--- src/verilog/ctd_pkg.sv ---
/*
  ctd_pkg: constants, register map, field layouts and state types for the
  four-ramp / dual-slope waveform timer with two event inputs.
  assumes one 200 MHz clock drives counter, synchroniser and delay logic.
*/
package ctd_pkg;

  // ==========================================================================
  // widths
  localparam int CTD_CNT_W = 12;
  localparam int CTD_DW = 32;
  localparam int CTD_AW = 8;
  localparam int CTD_DLY_W = 8;
  localparam int CTD_PRE_W = 3;
  localparam int CTD_FILT_LEN = 4;

  // ==========================================================================
  // register byte offsets
  localparam logic [CTD_AW-1:0] CTD_REG_CTRL = 8'h00;
  localparam logic [CTD_AW-1:0] CTD_REG_CMP_A_RISE = 8'h04;
  localparam logic [CTD_AW-1:0] CTD_REG_CMP_A_FALL = 8'h08;
  localparam logic [CTD_AW-1:0] CTD_REG_CMP_B_RISE = 8'h0C;
  localparam logic [CTD_AW-1:0] CTD_REG_CMP_B_FALL = 8'h10;
  localparam logic [CTD_AW-1:0] CTD_REG_EVCFG_A = 8'h14;
  localparam logic [CTD_AW-1:0] CTD_REG_EVCFG_B = 8'h18;
  localparam logic [CTD_AW-1:0] CTD_REG_DLY_CFG = 8'h1C;
  localparam logic [CTD_AW-1:0] CTD_REG_DLY_LIMIT = 8'h20;
  localparam logic [CTD_AW-1:0] CTD_REG_STATUS = 8'h24;
  localparam logic [CTD_AW-1:0] CTD_REG_CAPT_A = 8'h28;
  localparam logic [CTD_AW-1:0] CTD_REG_CAPT_B = 8'h2C;

  // ==========================================================================
  // field positions
  localparam int CTD_CTRL_EN = 0;
  localparam int CTD_CTRL_DUAL = 1;
  localparam int CTD_CTRL_RESTART = 2;
  localparam int CTD_EV_LO = 0;
  localparam int CTD_EV_HI = 7;
  localparam int CTD_DSEL_LO = 0;
  localparam int CTD_DTRIG_LO = 2;
  localparam int CTD_DPRE_LO = 4;
  localparam int CTD_ST_PHASE_LO = 12;
  localparam int CTD_ST_WAVE_LO = 14;
  localparam int CTD_ST_BLANK = 16;
  localparam int CTD_ST_EVT_LO = 17;
  localparam int CTD_ST_STOP = 19;

  // ==========================================================================
  // codes and reset values
  localparam logic [3:0] CTD_MODE_JUMP_WAIT = 4'h1;
  localparam logic [3:0] CTD_MODE_STOP_ALL = 4'h4;
  localparam logic [3:0] CTD_MODE_SW_WAIT = 4'h7;
  localparam logic [1:0] CTD_DSEL_BLANK = 2'h1;
  localparam logic [1:0] CTD_TRIG_FIRST_RISE = 2'h0;
  localparam logic [1:0] CTD_TRIG_FIRST_FALL = 2'h1;
  localparam logic [1:0] CTD_TRIG_SECOND_RISE = 2'h2;
  localparam logic [CTD_CNT_W-1:0] CTD_CNT_ZERO = 12'h000;
  localparam logic [CTD_CNT_W-1:0] CTD_CNT_ONE = 12'h001;
  localparam logic [CTD_DLY_W-1:0] CTD_DLY_ONE = 8'h01;
  localparam logic [CTD_PRE_W-1:0] CTD_PRE_ONE = 3'h1;
  localparam logic [CTD_FILT_LEN-1:0] CTD_FILT_HIGH = 4'hF;
  localparam logic [CTD_FILT_LEN-1:0] CTD_FILT_LOW = 4'h0;

  // ==========================================================================
  // types
  typedef enum logic [1:0] {
    CTD_DEAD_FIRST,
    CTD_ON_FIRST,
    CTD_DEAD_SECOND,
    CTD_ON_SECOND
  } ctd_phase_e;

  typedef struct packed {
    logic [3:0] mode;
    logic unsynced_override_enable_en;
    logic filter;
    logic action;
    logic enable;
  } ctd_evcfg_s;

  typedef struct packed {
    logic cyc;
    logic stb;
    logic we;
    logic [3:0] sel;
    logic [CTD_AW-1:0] adr;
    logic [CTD_DW-1:0] dat;
  } ctd_wb_req_s;

  typedef struct packed {
    logic ack;
    logic [CTD_DW-1:0] dat;
  } ctd_wb_rsp_s;

  typedef struct packed {
    logic enable;
    logic dual;
    logic [3:0][CTD_CNT_W-1:0] cmp;
    ctd_evcfg_s [1:0] evcfg;
    logic [1:0] dsel;
    logic [1:0] dtrig;
    logic [1:0] dpre;
    logic [CTD_DLY_W-1:0] dlimit;
    ctd_phase_e phase;
    logic [CTD_CNT_W-1:0] cnt;
    logic down;
    logic first_done;
    logic [1:0] hold;
    logic sw_stop;
    logic [1:0] sync1;
    logic [1:0] sync2;
    logic [1:0] raw_q;
    logic [1:0][CTD_FILT_LEN-1:0] filt_hist;
    logic [1:0] filt_lvl;
    logic [1:0] evt_prev;
    logic blanking;
    logic [CTD_PRE_W-1:0] pre_cnt;
    logic [CTD_DLY_W-1:0] dly_cnt;
    logic wave_first;
    logic wave_second;
    logic out_first;
    logic out_second;
    logic [1:0][CTD_CNT_W-1:0] capture;
    logic ack;
    logic [CTD_DW-1:0] rdat;
  } ctd_state_s;

endpackage : ctd_pkg

--- src/verilog/ctd_timer.sv ---
/*
  ctd_timer: waveform timer core with four-ramp and dual-slope cycles,
  two event inputs with filter, unsynced override and capture, blanking on input A only,
  behind a classic wishbone slave.
  assumes event inputs synchronous to clk; one clock serves as counter,
  synchroniser and delay clock.
*/
`timescale 1ns/1ps

module ctd_timer (
  input wire logic clk,
  input wire logic srst,
  input wire ctd_pkg::ctd_wb_req_s wb_req,
  output ctd_pkg::ctd_wb_rsp_s wb_rsp,
  input wire logic [1:0] event_in,
  output logic wave_out_first,
  output logic wave_out_second
);
  import ctd_pkg::*;

  // ==========================================================================
  // helpers
  function automatic logic in_own_phases(input logic idx, input ctd_phase_e ph);
    if (idx == 1'b0) begin
      in_own_phases = (ph == CTD_DEAD_FIRST) || (ph == CTD_ON_FIRST);
    end else begin
      in_own_phases = (ph == CTD_DEAD_SECOND) || (ph == CTD_ON_SECOND);
    end
  endfunction : in_own_phases

  function automatic logic [CTD_PRE_W-1:0] pre_top(input logic [1:0] code);
    pre_top = CTD_PRE_W'((1 << code) - 1);
  endfunction : pre_top

  ctd_state_s s;
  ctd_state_s n;

  logic [1:0] proc;
  logic [1:0] evt;
  logic [1:0] ovr;
  logic wr;
  logic rd;
  logic restart;
  logic run;
  logic kill_first;
  logic kill_second;
  logic trig;
  logic [CTD_DW-1:0] status;

  // ==========================================================================
  // next state
  always_comb begin
    n = s;
    proc = '0;
    evt = '0;
    ovr = '0;
    restart = 1'b0;
    run = 1'b0;
    kill_first = 1'b0;
    kill_second = 1'b0;
    trig = 1'b0;

    // ------------------------------------------------------------------------
    // bus slave: one wait state, ack dropped the cycle after it was given
    n.ack = wb_req.cyc & wb_req.stb & ~s.ack;
    wr = n.ack & wb_req.we;
    rd = n.ack & ~wb_req.we;
    status = '0;
    status[CTD_CNT_W-1:0] = s.cnt;
    status[CTD_ST_PHASE_LO +: 2] = s.phase;
    status[CTD_ST_WAVE_LO] = s.out_first;
    status[CTD_ST_WAVE_LO + 1] = s.out_second;
    status[CTD_ST_BLANK] = s.blanking;
    status[CTD_ST_EVT_LO +: 2] = s.evt_prev;
    status[CTD_ST_STOP] = s.sw_stop | (|s.hold);
    n.rdat = '0;
    if (rd) begin
      unique case (wb_req.adr)
        CTD_REG_CTRL: begin
          n.rdat[CTD_CTRL_EN] = s.enable;
          n.rdat[CTD_CTRL_DUAL] = s.dual;
        end
        CTD_REG_CMP_A_RISE: n.rdat[CTD_CNT_W-1:0] = s.cmp[0];
        CTD_REG_CMP_A_FALL: n.rdat[CTD_CNT_W-1:0] = s.cmp[1];
        CTD_REG_CMP_B_RISE: n.rdat[CTD_CNT_W-1:0] = s.cmp[2];
        CTD_REG_CMP_B_FALL: n.rdat[CTD_CNT_W-1:0] = s.cmp[3];
        CTD_REG_EVCFG_A: n.rdat[CTD_EV_HI:CTD_EV_LO] = s.evcfg[0];
        CTD_REG_EVCFG_B: n.rdat[CTD_EV_HI:CTD_EV_LO] = s.evcfg[1];
        CTD_REG_DLY_CFG: begin
          n.rdat[CTD_DSEL_LO +: 2] = s.dsel;
          n.rdat[CTD_DTRIG_LO +: 2] = s.dtrig;
          n.rdat[CTD_DPRE_LO +: 2] = s.dpre;
        end
        CTD_REG_DLY_LIMIT: n.rdat[CTD_DLY_W-1:0] = s.dlimit;
        CTD_REG_STATUS: n.rdat = status;
        CTD_REG_CAPT_A: n.rdat[CTD_CNT_W-1:0] = s.capture[0];
        CTD_REG_CAPT_B: n.rdat[CTD_CNT_W-1:0] = s.capture[1];
        default: n.rdat = '0;
      endcase
    end
    // writes honour only lane 0 and lane 1; config is at most 12 bits
    if (wr && wb_req.sel[0]) begin
      unique case (wb_req.adr)
        CTD_REG_CTRL: begin
          n.enable = wb_req.dat[CTD_CTRL_EN];
          n.dual = wb_req.dat[CTD_CTRL_DUAL];
          restart = wb_req.dat[CTD_CTRL_RESTART];
        end
        CTD_REG_CMP_A_RISE: n.cmp[0][7:0] = wb_req.dat[7:0];
        CTD_REG_CMP_A_FALL: n.cmp[1][7:0] = wb_req.dat[7:0];
        CTD_REG_CMP_B_RISE: n.cmp[2][7:0] = wb_req.dat[7:0];
        CTD_REG_CMP_B_FALL: n.cmp[3][7:0] = wb_req.dat[7:0];
        CTD_REG_EVCFG_A: n.evcfg[0] = wb_req.dat[CTD_EV_HI:CTD_EV_LO];
        CTD_REG_EVCFG_B: n.evcfg[1] = wb_req.dat[CTD_EV_HI:CTD_EV_LO];
        CTD_REG_DLY_CFG: begin
          n.dsel = wb_req.dat[CTD_DSEL_LO +: 2];
          n.dtrig = wb_req.dat[CTD_DTRIG_LO +: 2];
          n.dpre = wb_req.dat[CTD_DPRE_LO +: 2];
        end
        CTD_REG_DLY_LIMIT: n.dlimit = wb_req.dat[CTD_DLY_W-1:0];
        default: n.dlimit = s.dlimit;
      endcase
    end
    if (wr && wb_req.sel[1]) begin
      unique case (wb_req.adr)
        CTD_REG_CMP_A_RISE: n.cmp[0][CTD_CNT_W-1:8] = wb_req.dat[CTD_CNT_W-1:8];
        CTD_REG_CMP_A_FALL: n.cmp[1][CTD_CNT_W-1:8] = wb_req.dat[CTD_CNT_W-1:8];
        CTD_REG_CMP_B_RISE: n.cmp[2][CTD_CNT_W-1:8] = wb_req.dat[CTD_CNT_W-1:8];
        CTD_REG_CMP_B_FALL: n.cmp[3][CTD_CNT_W-1:8] = wb_req.dat[CTD_CNT_W-1:8];
        default: n.cmp = n.cmp;
      endcase
    end

    // ------------------------------------------------------------------------
    // event input path
    n.sync1 = event_in;
    n.sync2 = s.sync1;
    n.raw_q = event_in;
    for (int i = 0; i < 2; i++) begin
      // level accepted only after four equal samples
      n.filt_hist[i] = {s.filt_hist[i][CTD_FILT_LEN-2:0], s.sync2[i]};
      if (s.filt_hist[i] == CTD_FILT_HIGH) begin
        n.filt_lvl[i] = 1'b1;
      end else if (s.filt_hist[i] == CTD_FILT_LOW) begin
        n.filt_lvl[i] = 1'b0;
      end
      proc[i] = s.evcfg[i].filter ? s.filt_lvl[i] : s.sync2[i];
      evt[i] = s.evcfg[i].enable & proc[i] & ~((i == 0) & s.blanking);
      // unsynced sample drives the override, counter keeps synced evt
      // override path skips the two synchroniser stages
      ovr[i] = s.evcfg[i].enable & ~((i == 0) & s.blanking) &
               (s.evcfg[i].unsynced_override_enable_en ? s.raw_q[i] : proc[i]);
      // capture on rising event when action bit set
      if (s.evcfg[i].action && evt[i] && !s.evt_prev[i]) begin
        n.capture[i] = s.cnt;
      end
    end
    n.evt_prev = evt;

    // ------------------------------------------------------------------------
    // counter flow
    if (!s.enable) begin
      n.phase = CTD_DEAD_FIRST;
      n.cnt = n.dual ? s.cmp[3] : CTD_CNT_ZERO;
      n.down = 1'b1;
      n.first_done = 1'b0;
      n.hold = '0;
      n.sw_stop = 1'b0;
      n.wave_first = 1'b0;
      n.wave_second = 1'b0;
    end else if (restart) begin
      // restart always begins at the first dead time
      n.phase = CTD_DEAD_FIRST;
      n.cnt = s.dual ? s.cmp[3] : CTD_CNT_ZERO;
      n.down = 1'b1;
      n.first_done = 1'b0;
      n.hold = '0;
      n.sw_stop = 1'b0;
      n.wave_first = 1'b0;
      n.wave_second = 1'b0;
    end else begin
      for (int i = 0; i < 2; i++) begin
        // only modes 1, 4 and 7 touch the counter or outputs here
        if (s.evcfg[i].mode == CTD_MODE_SW_WAIT && evt[i]) begin
          n.sw_stop = 1'b1;
        end
        // hold released when the event goes low
        if (s.hold[i] && !evt[i]) begin
          n.hold[i] = 1'b0;
        end
      end
      run = ~(|s.hold) & ~n.sw_stop;
      if (!s.dual) begin
        // input A in first phases jumps to second dead time
        // input B in second phases jumps to first dead time
        if (s.evcfg[0].mode == CTD_MODE_JUMP_WAIT && evt[0] &&
            in_own_phases(1'b0, s.phase)) begin
          n.phase = CTD_DEAD_SECOND;
          n.cnt = CTD_CNT_ZERO;
          n.hold[0] = 1'b1;
        end else if (s.evcfg[1].mode == CTD_MODE_JUMP_WAIT && evt[1] &&
                     in_own_phases(1'b1, s.phase)) begin
          n.phase = CTD_DEAD_FIRST;
          n.cnt = CTD_CNT_ZERO;
          n.hold[1] = 1'b1;
        end else if (run) begin
          // each ramp ends at the compare of its phase
          if (s.cnt == s.cmp[s.phase]) begin
            n.cnt = CTD_CNT_ZERO;
            n.phase = ctd_phase_e'(s.phase + 2'd1);
          end else begin
            n.cnt = s.cnt + CTD_CNT_ONE;
          end
        end
        // outputs follow exclusive phases, so never overlap
        n.wave_first = (n.phase == CTD_ON_FIRST);
        n.wave_second = (n.phase == CTD_ON_SECOND);
      end else if (run) begin
        // down to zero, then up to compare_b_fall
        // compare_a_fall not read in this branch
        if (s.down) begin
          if (s.cnt == CTD_CNT_ZERO) begin
            n.down = 1'b0;
          end else begin
            n.cnt = s.cnt - CTD_CNT_ONE;
          end
        end else if (s.cnt >= s.cmp[3]) begin
          n.down = 1'b1;
          n.first_done = 1'b1;
        end else begin
          n.cnt = s.cnt + CTD_CNT_ONE;
        end
        // first output set on up-match, cleared on down-match
        // no set before the first cycle completes
        if (!s.down && s.cnt == s.cmp[0] && s.first_done) begin
          n.wave_first = 1'b1;
        end else if (s.down && s.cnt == s.cmp[0]) begin
          n.wave_first = 1'b0;
        end
        // second output set on down-match, cleared on up-match
        if (s.down && s.cnt == s.cmp[2]) begin
          n.wave_second = 1'b1;
        end else if (!s.down && s.cnt == s.cmp[2]) begin
          n.wave_second = 1'b0;
        end
        n.phase = s.down ? CTD_ON_SECOND : CTD_ON_FIRST;
      end
    end

    // ------------------------------------------------------------------------
    // output override
    for (int i = 0; i < 2; i++) begin
      if ((s.evcfg[i].mode == CTD_MODE_STOP_ALL || s.evcfg[i].mode == CTD_MODE_SW_WAIT)
          && ovr[i]) begin
        kill_first = 1'b1;
        kill_second = 1'b1;
      end
    end
    // mode 1 kills only its own output
    if (!s.dual && s.evcfg[0].mode == CTD_MODE_JUMP_WAIT && ovr[0] &&
        (s.hold[0] || in_own_phases(1'b0, s.phase))) begin
      kill_first = 1'b1;
    end
    if (!s.dual && s.evcfg[1].mode == CTD_MODE_JUMP_WAIT && ovr[1] &&
        (s.hold[1] || in_own_phases(1'b1, s.phase))) begin
      kill_second = 1'b1;
    end
    n.out_first = n.wave_first & ~kill_first & ~n.sw_stop;
    n.out_second = n.wave_second & ~kill_second & ~n.sw_stop;

    // ------------------------------------------------------------------------
    // input blanking, shared delay logic
    // trigger picked from output edges
    unique case (s.dtrig)
      CTD_TRIG_FIRST_RISE: trig = n.wave_first & ~s.wave_first;
      CTD_TRIG_FIRST_FALL: trig = ~n.wave_first & s.wave_first;
      CTD_TRIG_SECOND_RISE: trig = n.wave_second & ~s.wave_second;
      default: trig = ~n.wave_second & s.wave_second;
    endcase
    if (s.dsel != CTD_DSEL_BLANK) begin
      n.blanking = 1'b0;
    end else if (trig) begin
      n.blanking = (s.dlimit != '0);
      n.pre_cnt = '0;
      n.dly_cnt = '0;
    end else if (s.blanking) begin
      // divided tick counts up to the limit
      if (s.pre_cnt >= pre_top(s.dpre)) begin
        n.pre_cnt = '0;
        n.dly_cnt = s.dly_cnt + CTD_DLY_ONE;
        if (n.dly_cnt >= s.dlimit) begin
          n.blanking = 1'b0;
        end
      end else begin
        n.pre_cnt = s.pre_cnt + CTD_PRE_ONE;
      end
    end
  end

  // ==========================================================================
  // state register
  always_ff @(posedge clk) begin
    if (srst) begin
      s <= '0;
    end else begin
      s <= n;
    end
  end

  assign wb_rsp.ack = s.ack;
  assign wb_rsp.dat = s.rdat;
  assign wave_out_first = s.out_first;
  assign wave_out_second = s.out_second;

endmodule : ctd_timer
--- config.mk ---
export PLATFORM = sky130hd
export DESIGN_NAME = ctd_timer
export DESIGN_NICKNAME = d
export VERILOG_FILES = /design/src/verilog/ctd_pkg.sv /design/src/verilog/ctd_timer.sv
export SDC_FILE = /design/constraint.sdc
export NUM_CORES = 1
export LEC_CHECK = 0
export BUFFER_PORTS_ARGS = -buffer_cell sky130_fd_sc_hd__buf_2
export CAP_MARGIN = 20
export CORE_MARGIN = 5
export CORE_UTILIZATION = 45
export CTS_BUF_LIST = sky130_fd_sc_hd__clkbuf_16
export CTS_CLUSTER_SIZE = 16
export DETAILED_ROUTE_END_ITERATION = 10
export HOLD_SLACK_MARGIN = 0.06
export PLACE_DENSITY = 0.66
export SETUP_SLACK_MARGIN = 0.4
export SYNTH_ARGS = -nofsm -noshare
export SYNTH_HDL_FRONTEND = slang
export SYNTH_SLANG_ARGS = --single-unit
--- constraint.sdc ---
create_clock -name clk -period 10.05 [get_ports clk]
set_input_delay 1.5075 -clock clk [delete_from_list [all_inputs] [get_ports clk]]
set_output_delay 1.5075 -clock clk [all_outputs]
set_load 0.02 [all_outputs]
==> flow_summary.ini, run 1 <==
[outcome]
status = finished clean

[layout]
post-route-cell-area_um2 = 10700
nets = 1268
final_core_util_pct = 49.2
diodes = 0
area_delta_synth_final_pct = 8.34
drive_gt1_share_pct = 11.5

[yosys]
netlist_area_um2 = 9890
synth_cell_types = 77
synthFlopType = dfxtp_1
syn_inst = 1201
synth_area_leaders = dfxtp_1 36%, a21oi_1 6.0%, nand2_1 5.2%
synth_edf_count = 0
ys_ff_latch = 176
synth.most_common_cell = dfxtp_1
synth_seq_area_share_pct = 35.6
ys_warn_count = 0
avgSynthCellArea_um2 = 8.23
synth_top_area_share_pct = 35.6
synth_top_cell_by_area = dfxtp_1
async_flop_share_pct = 0
synthTopCellsByCount = 176 x dfxtp_1, 137 x nand2_1, 119 x a21oi_1, 98 x nand3_1, 88 x nor2_1

[power_and_ir_drop]
p_leak_nw = 3.77
powerDensity_nw_per_um2 = 132
irDropWorstVdd_mv = 0.102

[grt]
overflow = 0
antenna_found_initial = 0
grt_usage_pct = 24.6
grt_first_pass_wirelength_mm = 48.2
grt_pass1_vias = 8381
grt_max_degree = 101

[clock_tree]
clockBufferDepth = 2
root_buffer = clkbuf_16
tritoncts = built
ctsHoldBuffers = 0
h-tree-depth = 4
clk_pin_slew_worst_paths_ns = 0.08
cts_sinks = 176
clk_latency_ns = 0.44
post_cts_buffers = 0
cts_buffers = 17
cts_resized = 0

[worst_hold_path]
holdCritStartpoint = n[81]
worstHoldPathType = flip-flop to flip-flop

[worst_setup_path]
cp-startpoint = wb_req[46]
cp_data_required_time_ns = 10.38
rr_startpoint = s[96]
endpoint_kind = flip-flop
cp_data_arrival_time_ns = 5.04
startpoint_type = primary input
path_class = primary input to flip-flop
crit_fanout = 73

[placement]
gp_congestion = 0.950
port_buffers = 51
hpwlAfterDp_mm = 21.6
dpl_cell_area_um2 = 10100

[drt]
num_vias = 9118
totalWireLength_mm = 30.9
detail-route-antenna-nets = 0
drtPass1Iterations = 7
routed-wl-met2_mm = 13.6
drtIter0Drc = 1126
vias_per_cell = 6.17
top_layer = met4
wl_met3_mm = 2.65
wl_met1_mm = 13.9
drc = 0
wl_per_cell_um = 20.9

[flow_run]
max_cap_violations = 0

[timing]
drv_slew = 0
timing.final.crit_period_ns = 4.71
setup_violations = 0
hold_viol_final = 0
fmax_mhz = 212
setup-tns-final_ns = 0
fin_worst_skew_ns = 0.0137
relSlewSlack_pct = 26.3
timing.hold.ws_ns = 0.468
tightest_slew_ns = 1.10
rsz0062_at_grt = no
period_share_pct = 46.8

[floorplan]
fp.dieH_um = 158
io_pins = 86
initial_utilization_pct = 45.4
die_area_um2 = 25000
rows = 54
die_w_um = 158
core_area_um2 = 21800
[final timing paths]
path	slack, ns	depth (start not counted)	end
max	5.34	12	s[65]
max reg2reg	5.95	13	s[96]
min	0.47	1	n[82]
min reg2reg	0.47	1	n[82]
[layout make-up]
type                            count  area (µm²)
Fill cell                        2080       11000
Clock buffer                       17         425
Multi-Input combinational cell    892        5740
Timing Repair Buffer               70         404
Inverter                           28         105
Sequential cell                   176        3520
Tap cell                          280         350
Clock inverter                     15         165
[critical path: stages]
cell and delay (ns):
buf_2 0.09, and4b_1 0.36, and2_2 0.19, buf_4 0.61
nand3_1 0.23, nand2_1 0.39, nor2_1 0.10, a211oi_1 0.33
mux2i_1 0.47, a211o_4 0.24, nor3_4 0.09, a221o_1 0.40
[cell usage in the layout, fill, tap and decap left out, types with 5 or more instances in the layout]
master	n
nor2_1	87
xnor2_1	40
mux4_2	9
and2_1	12
nor4_1	9
a22o_1	15
dfxtp_1	176
o211ai_1	6
and3_1	15
a222oi_1	15
inv_1	28
o21ai_0	21
clkbuf_16	17
a21o_1	13
nor2b_1	18
nand2b_1	18
xor2_1	7
ha_1	32
nand3_1	98
nor4b_1	6
buf_4	19
a22oi_1	15
nor3_1	18
a31oi_1	15
a21oi_1	119
a221o_1	6
nand2_1	137
o31ai_1	5
a221oi_1	16
conb_1	12
a211oi_1	11
buf_2	50
nand4_1	13
nand3b_1	6
mux2i_1	31
[per-layer routing]
layer / vias to the layer above / global-route usage [%]
li1: 4280 / -
met2: 437 / 36.4
met3: 47 / 4.73
met1: 4354 / 36.0
met4: 0 / 8.08
met5: - / 0
[report_power, final]
part           internal [mW]  switching [mW]  total (mW)  leakage [nW]
Clock                  0.334           0.331       0.665         0.283
Sequential             0.698         0.00188       0.700          1.42
Combinational        0.00955          0.0346      0.0442          2.06
[sequential cells by signal, summed over array words and instances, names as in the netlist]
register,flops
s,145
wb_rsp,21
n,8
wave_out_first,1
wave_out_second,1
[through the flow]
stage	setup WS [ns]	instances	power [mW]
6_report	5.34	1478	1.41
2_1_floorplan	6.01	1212	0.746
5_1_grt	5.19	1478	1.45
4_1_cts	5.38	1477	1.42
3_5_place_dp	4.92	1445	0.760
3_3_place_gp	4.99	1445	0.759
[kinds of logic (layout without fill, tap and decap cells)]
family / Yosys count / after routing / synth area share [%]
AOI/OAI and AO/OA: 289 / 289 / 19.8
and+or+nand+nor: 467 / 467 / 23.5
adders and majority gates: 32 / 32 / 4.05
xor gates and xnor gates: 47 / 47 / 4.16
DFF: 176 / 176 / 35.6
muxes: 45 / 45 / 5.91
buffers and inverters: 144 / 130 / 6.83
other: 1 / 12 / 0.0379
Power figures use the tool's default switching activity.
==> run 2, diff against run 1 <==
--- a/config.mk
+++ b/config.mk
@@ -13,7 +13,7 @@
 export CTS_CLUSTER_SIZE = 16
 export DETAILED_ROUTE_END_ITERATION = 10
 export HOLD_SLACK_MARGIN = 0.06
-export PLACE_DENSITY = 0.66
+export PLACE_DENSITY = 0.68
 export SETUP_SLACK_MARGIN = 0.4
 export SYNTH_ARGS = -nofsm -noshare
 export SYNTH_HDL_FRONTEND = slang
==> constraint.sdc (replaced) <==
create_clock -name clk -period 4 [get_ports clk]
set_input_delay 0.6 -clock clk [delete_from_list [all_inputs] [get_ports clk]]
set_output_delay 0.6 -clock clk [all_outputs]
set_load 0.02 [all_outputs]
==> flow_summary.ini, run 2 (synthesis results as in run 1) <==
[drt]
routed-wl-met2_mm = 13.9
wl_met3_mm = 3.35
wl_per_cell_um = 20.9
num_vias = 9446
drtIter0Drc = 1300
totalWireLength_mm = 31.7
vias_per_cell = 6.23
drtPass1Iterations = 8
wl_met1_mm = 13.6
top_layer = met4
detail-route-antenna-nets = 0
drc = 0

[timing]
setup-tns-final_ns = 0
setup_slack_ns = 0.427
fin_worst_skew_ns = 0.0116
hold_viol_final = 0
fmax_mhz = 280
period_share_pct = 89.3
timing.final.crit_period_ns = 3.57
tightest_slew_ns = 0.973
drv_slew = 0
rsz0062_at_grt = yes
setup_violations = 0
relSlewSlack_pct = 35.1

[clock_tree]
cts_buffers = 17
clk_latency_ns = 0.44
clk_pin_slew_worst_paths_ns = 0.07
ctsHoldBuffers = 0
root_buffer = clkbuf_16
h-tree-depth = 4
cts_sinks = 176
tritoncts = built
clockBufferDepth = 2

[layout]
drive_gt1_share_pct = 14.9
fill_cells = 2054
largest_reg_flops = 145
diodes = 0
final_common_cell = dfxtp_1
nets = 1306
area_delta_synth_final_pct = 12.8
multi_input_area_um2 = 5820
final_core_util_pct = 51.2
regArea_um2 = 3530
regMostFlops = s
mostFrequentLayoutCells = 174 x dfxtp_1, 137 x nand2_1, 119 x a21oi_1

[worst_hold_path]
min_path_cells = 2
worstHoldPathType = primary input to flip-flop

[power_and_ir_drop]
total_power_mw = 3.58
p_leak_nw = 4.00
powerDensity_nw_per_um2 = 321
irDropWorstVdd_mv = 0.231

[floorplan]
rows = 54
fp.dieH_um = 158
io_pins = 86
die_w_um = 158
initial_utilization_pct = 45.4
die_area_um2 = 25000
core_area_um2 = 21800

[grt]
antenna_found_initial = 0
grt_max_degree = 88
grt_usage_pct = 24.8
grt_pass1_vias = 8660
grt_first_pass_wirelength_mm = 48.7
overflow = 0

[worst_setup_path]
crit_fanout = 6
cp_data_arrival_time_ns = 3.94
startpoint_type = flip-flop
endpoint_kind = flip-flop
cp_data_required_time_ns = 4.36
path_class = flip-flop to flip-flop
r2r_cells = 11

[flow_run]
max_cap_violations = 0

[placement]
dpl_worst_slack_ns = 0.347
gp_congestion = 0.958
hpwlAfterDp_mm = 22.2
port_buffers = 51

[outcome]
status = finished clean
## run 2: cell count changes in the layout (fill, tap and decap cells not counted), sizes merged
| cell | previous run | this run |
|---|---|---|
| buf | 70 | 106 |
| clkbuf | 17 | 19 |
| bufinv | 0 | 1 |
| inv | 35 | 34 |
## run 2: layout make-up
| class | count | area share (%) |
|---|---|---|
| multi-input combinational | 892 | 52.2 |
| sequential | 176 | 31.6 |
| timing repair buffer | 108 | 6.58 |
| clock buffer | 17 | 3.82 |
| tap | 280 | 3.14 |
| clock inverter | 15 | 1.71 |
| inverter | 28 | 0.943 |
## run 2: worst paths after layout
path / end / slack [ns] / startpoint
max reg2reg: s[69] / 0.43 / s[109]
min: s[86] / 0.38 / event_in[1]
max: s[69] / 0.43 / s[109]
min reg2reg: n[84] / 0.46 / n[83]
## run 2: power by group
part | internal [mW] | switching, mW
sequential | 1.75 | 0.00473
combinational | 0.0247 | 0.0868
clock | 0.900 | 0.813
total | 2.68 | 0.904
## run 2: metal layers
layer | GRT usage (%) | vias up
met3 | 5.28 | 65
met1 | 35.3 | 4514
li1 | - | 4364
met2 | 37.8 | 503
met4 | 7.64 | 0
met5 | 0 | -
## run 2: through the flow
| stage | cell area, µm² | cells | hold slack [ns] |
|---|---|---|---|
| 2_1_floorplan | 9930 | 1212 | 0.429 |
| 3_3_place_gp | 10300 | 1473 | 0.448 |
| 3_5_place_dp | 10300 | 1473 | 0.459 |
| 4_1_cts | 11000 | 1505 | 0.374 |
| 5_1_grt | 11100 | 1516 | 0.408 |
| 6_report | 11100 | 1516 | 0.383 |
## run 2: worst max-delay path: stages, from the launching register on
cell and delay [ns]:
dfxtp_4 0.41, buf_12 0.15, mux4_2 0.51, xnor2_1 0.22, nand4_1 0.19, or3_4 0.48, nor4_2 0.37, a211oi_4 0.10
mux2i_4 0.23, a211oi_1 0.50, nand3_1 0.16, a21oi_1 0.18
## run 2: timing repair
| action | in CTS | in global routing |
|---|---|---|
| cloned | 0 | 2 |
| gates resized for setup | 5 | 12 |
| buffers inserted | 0 | 9 |
| setup endpoints to repair | 9 | 19 |
| pin swaps | 3 | 15 |
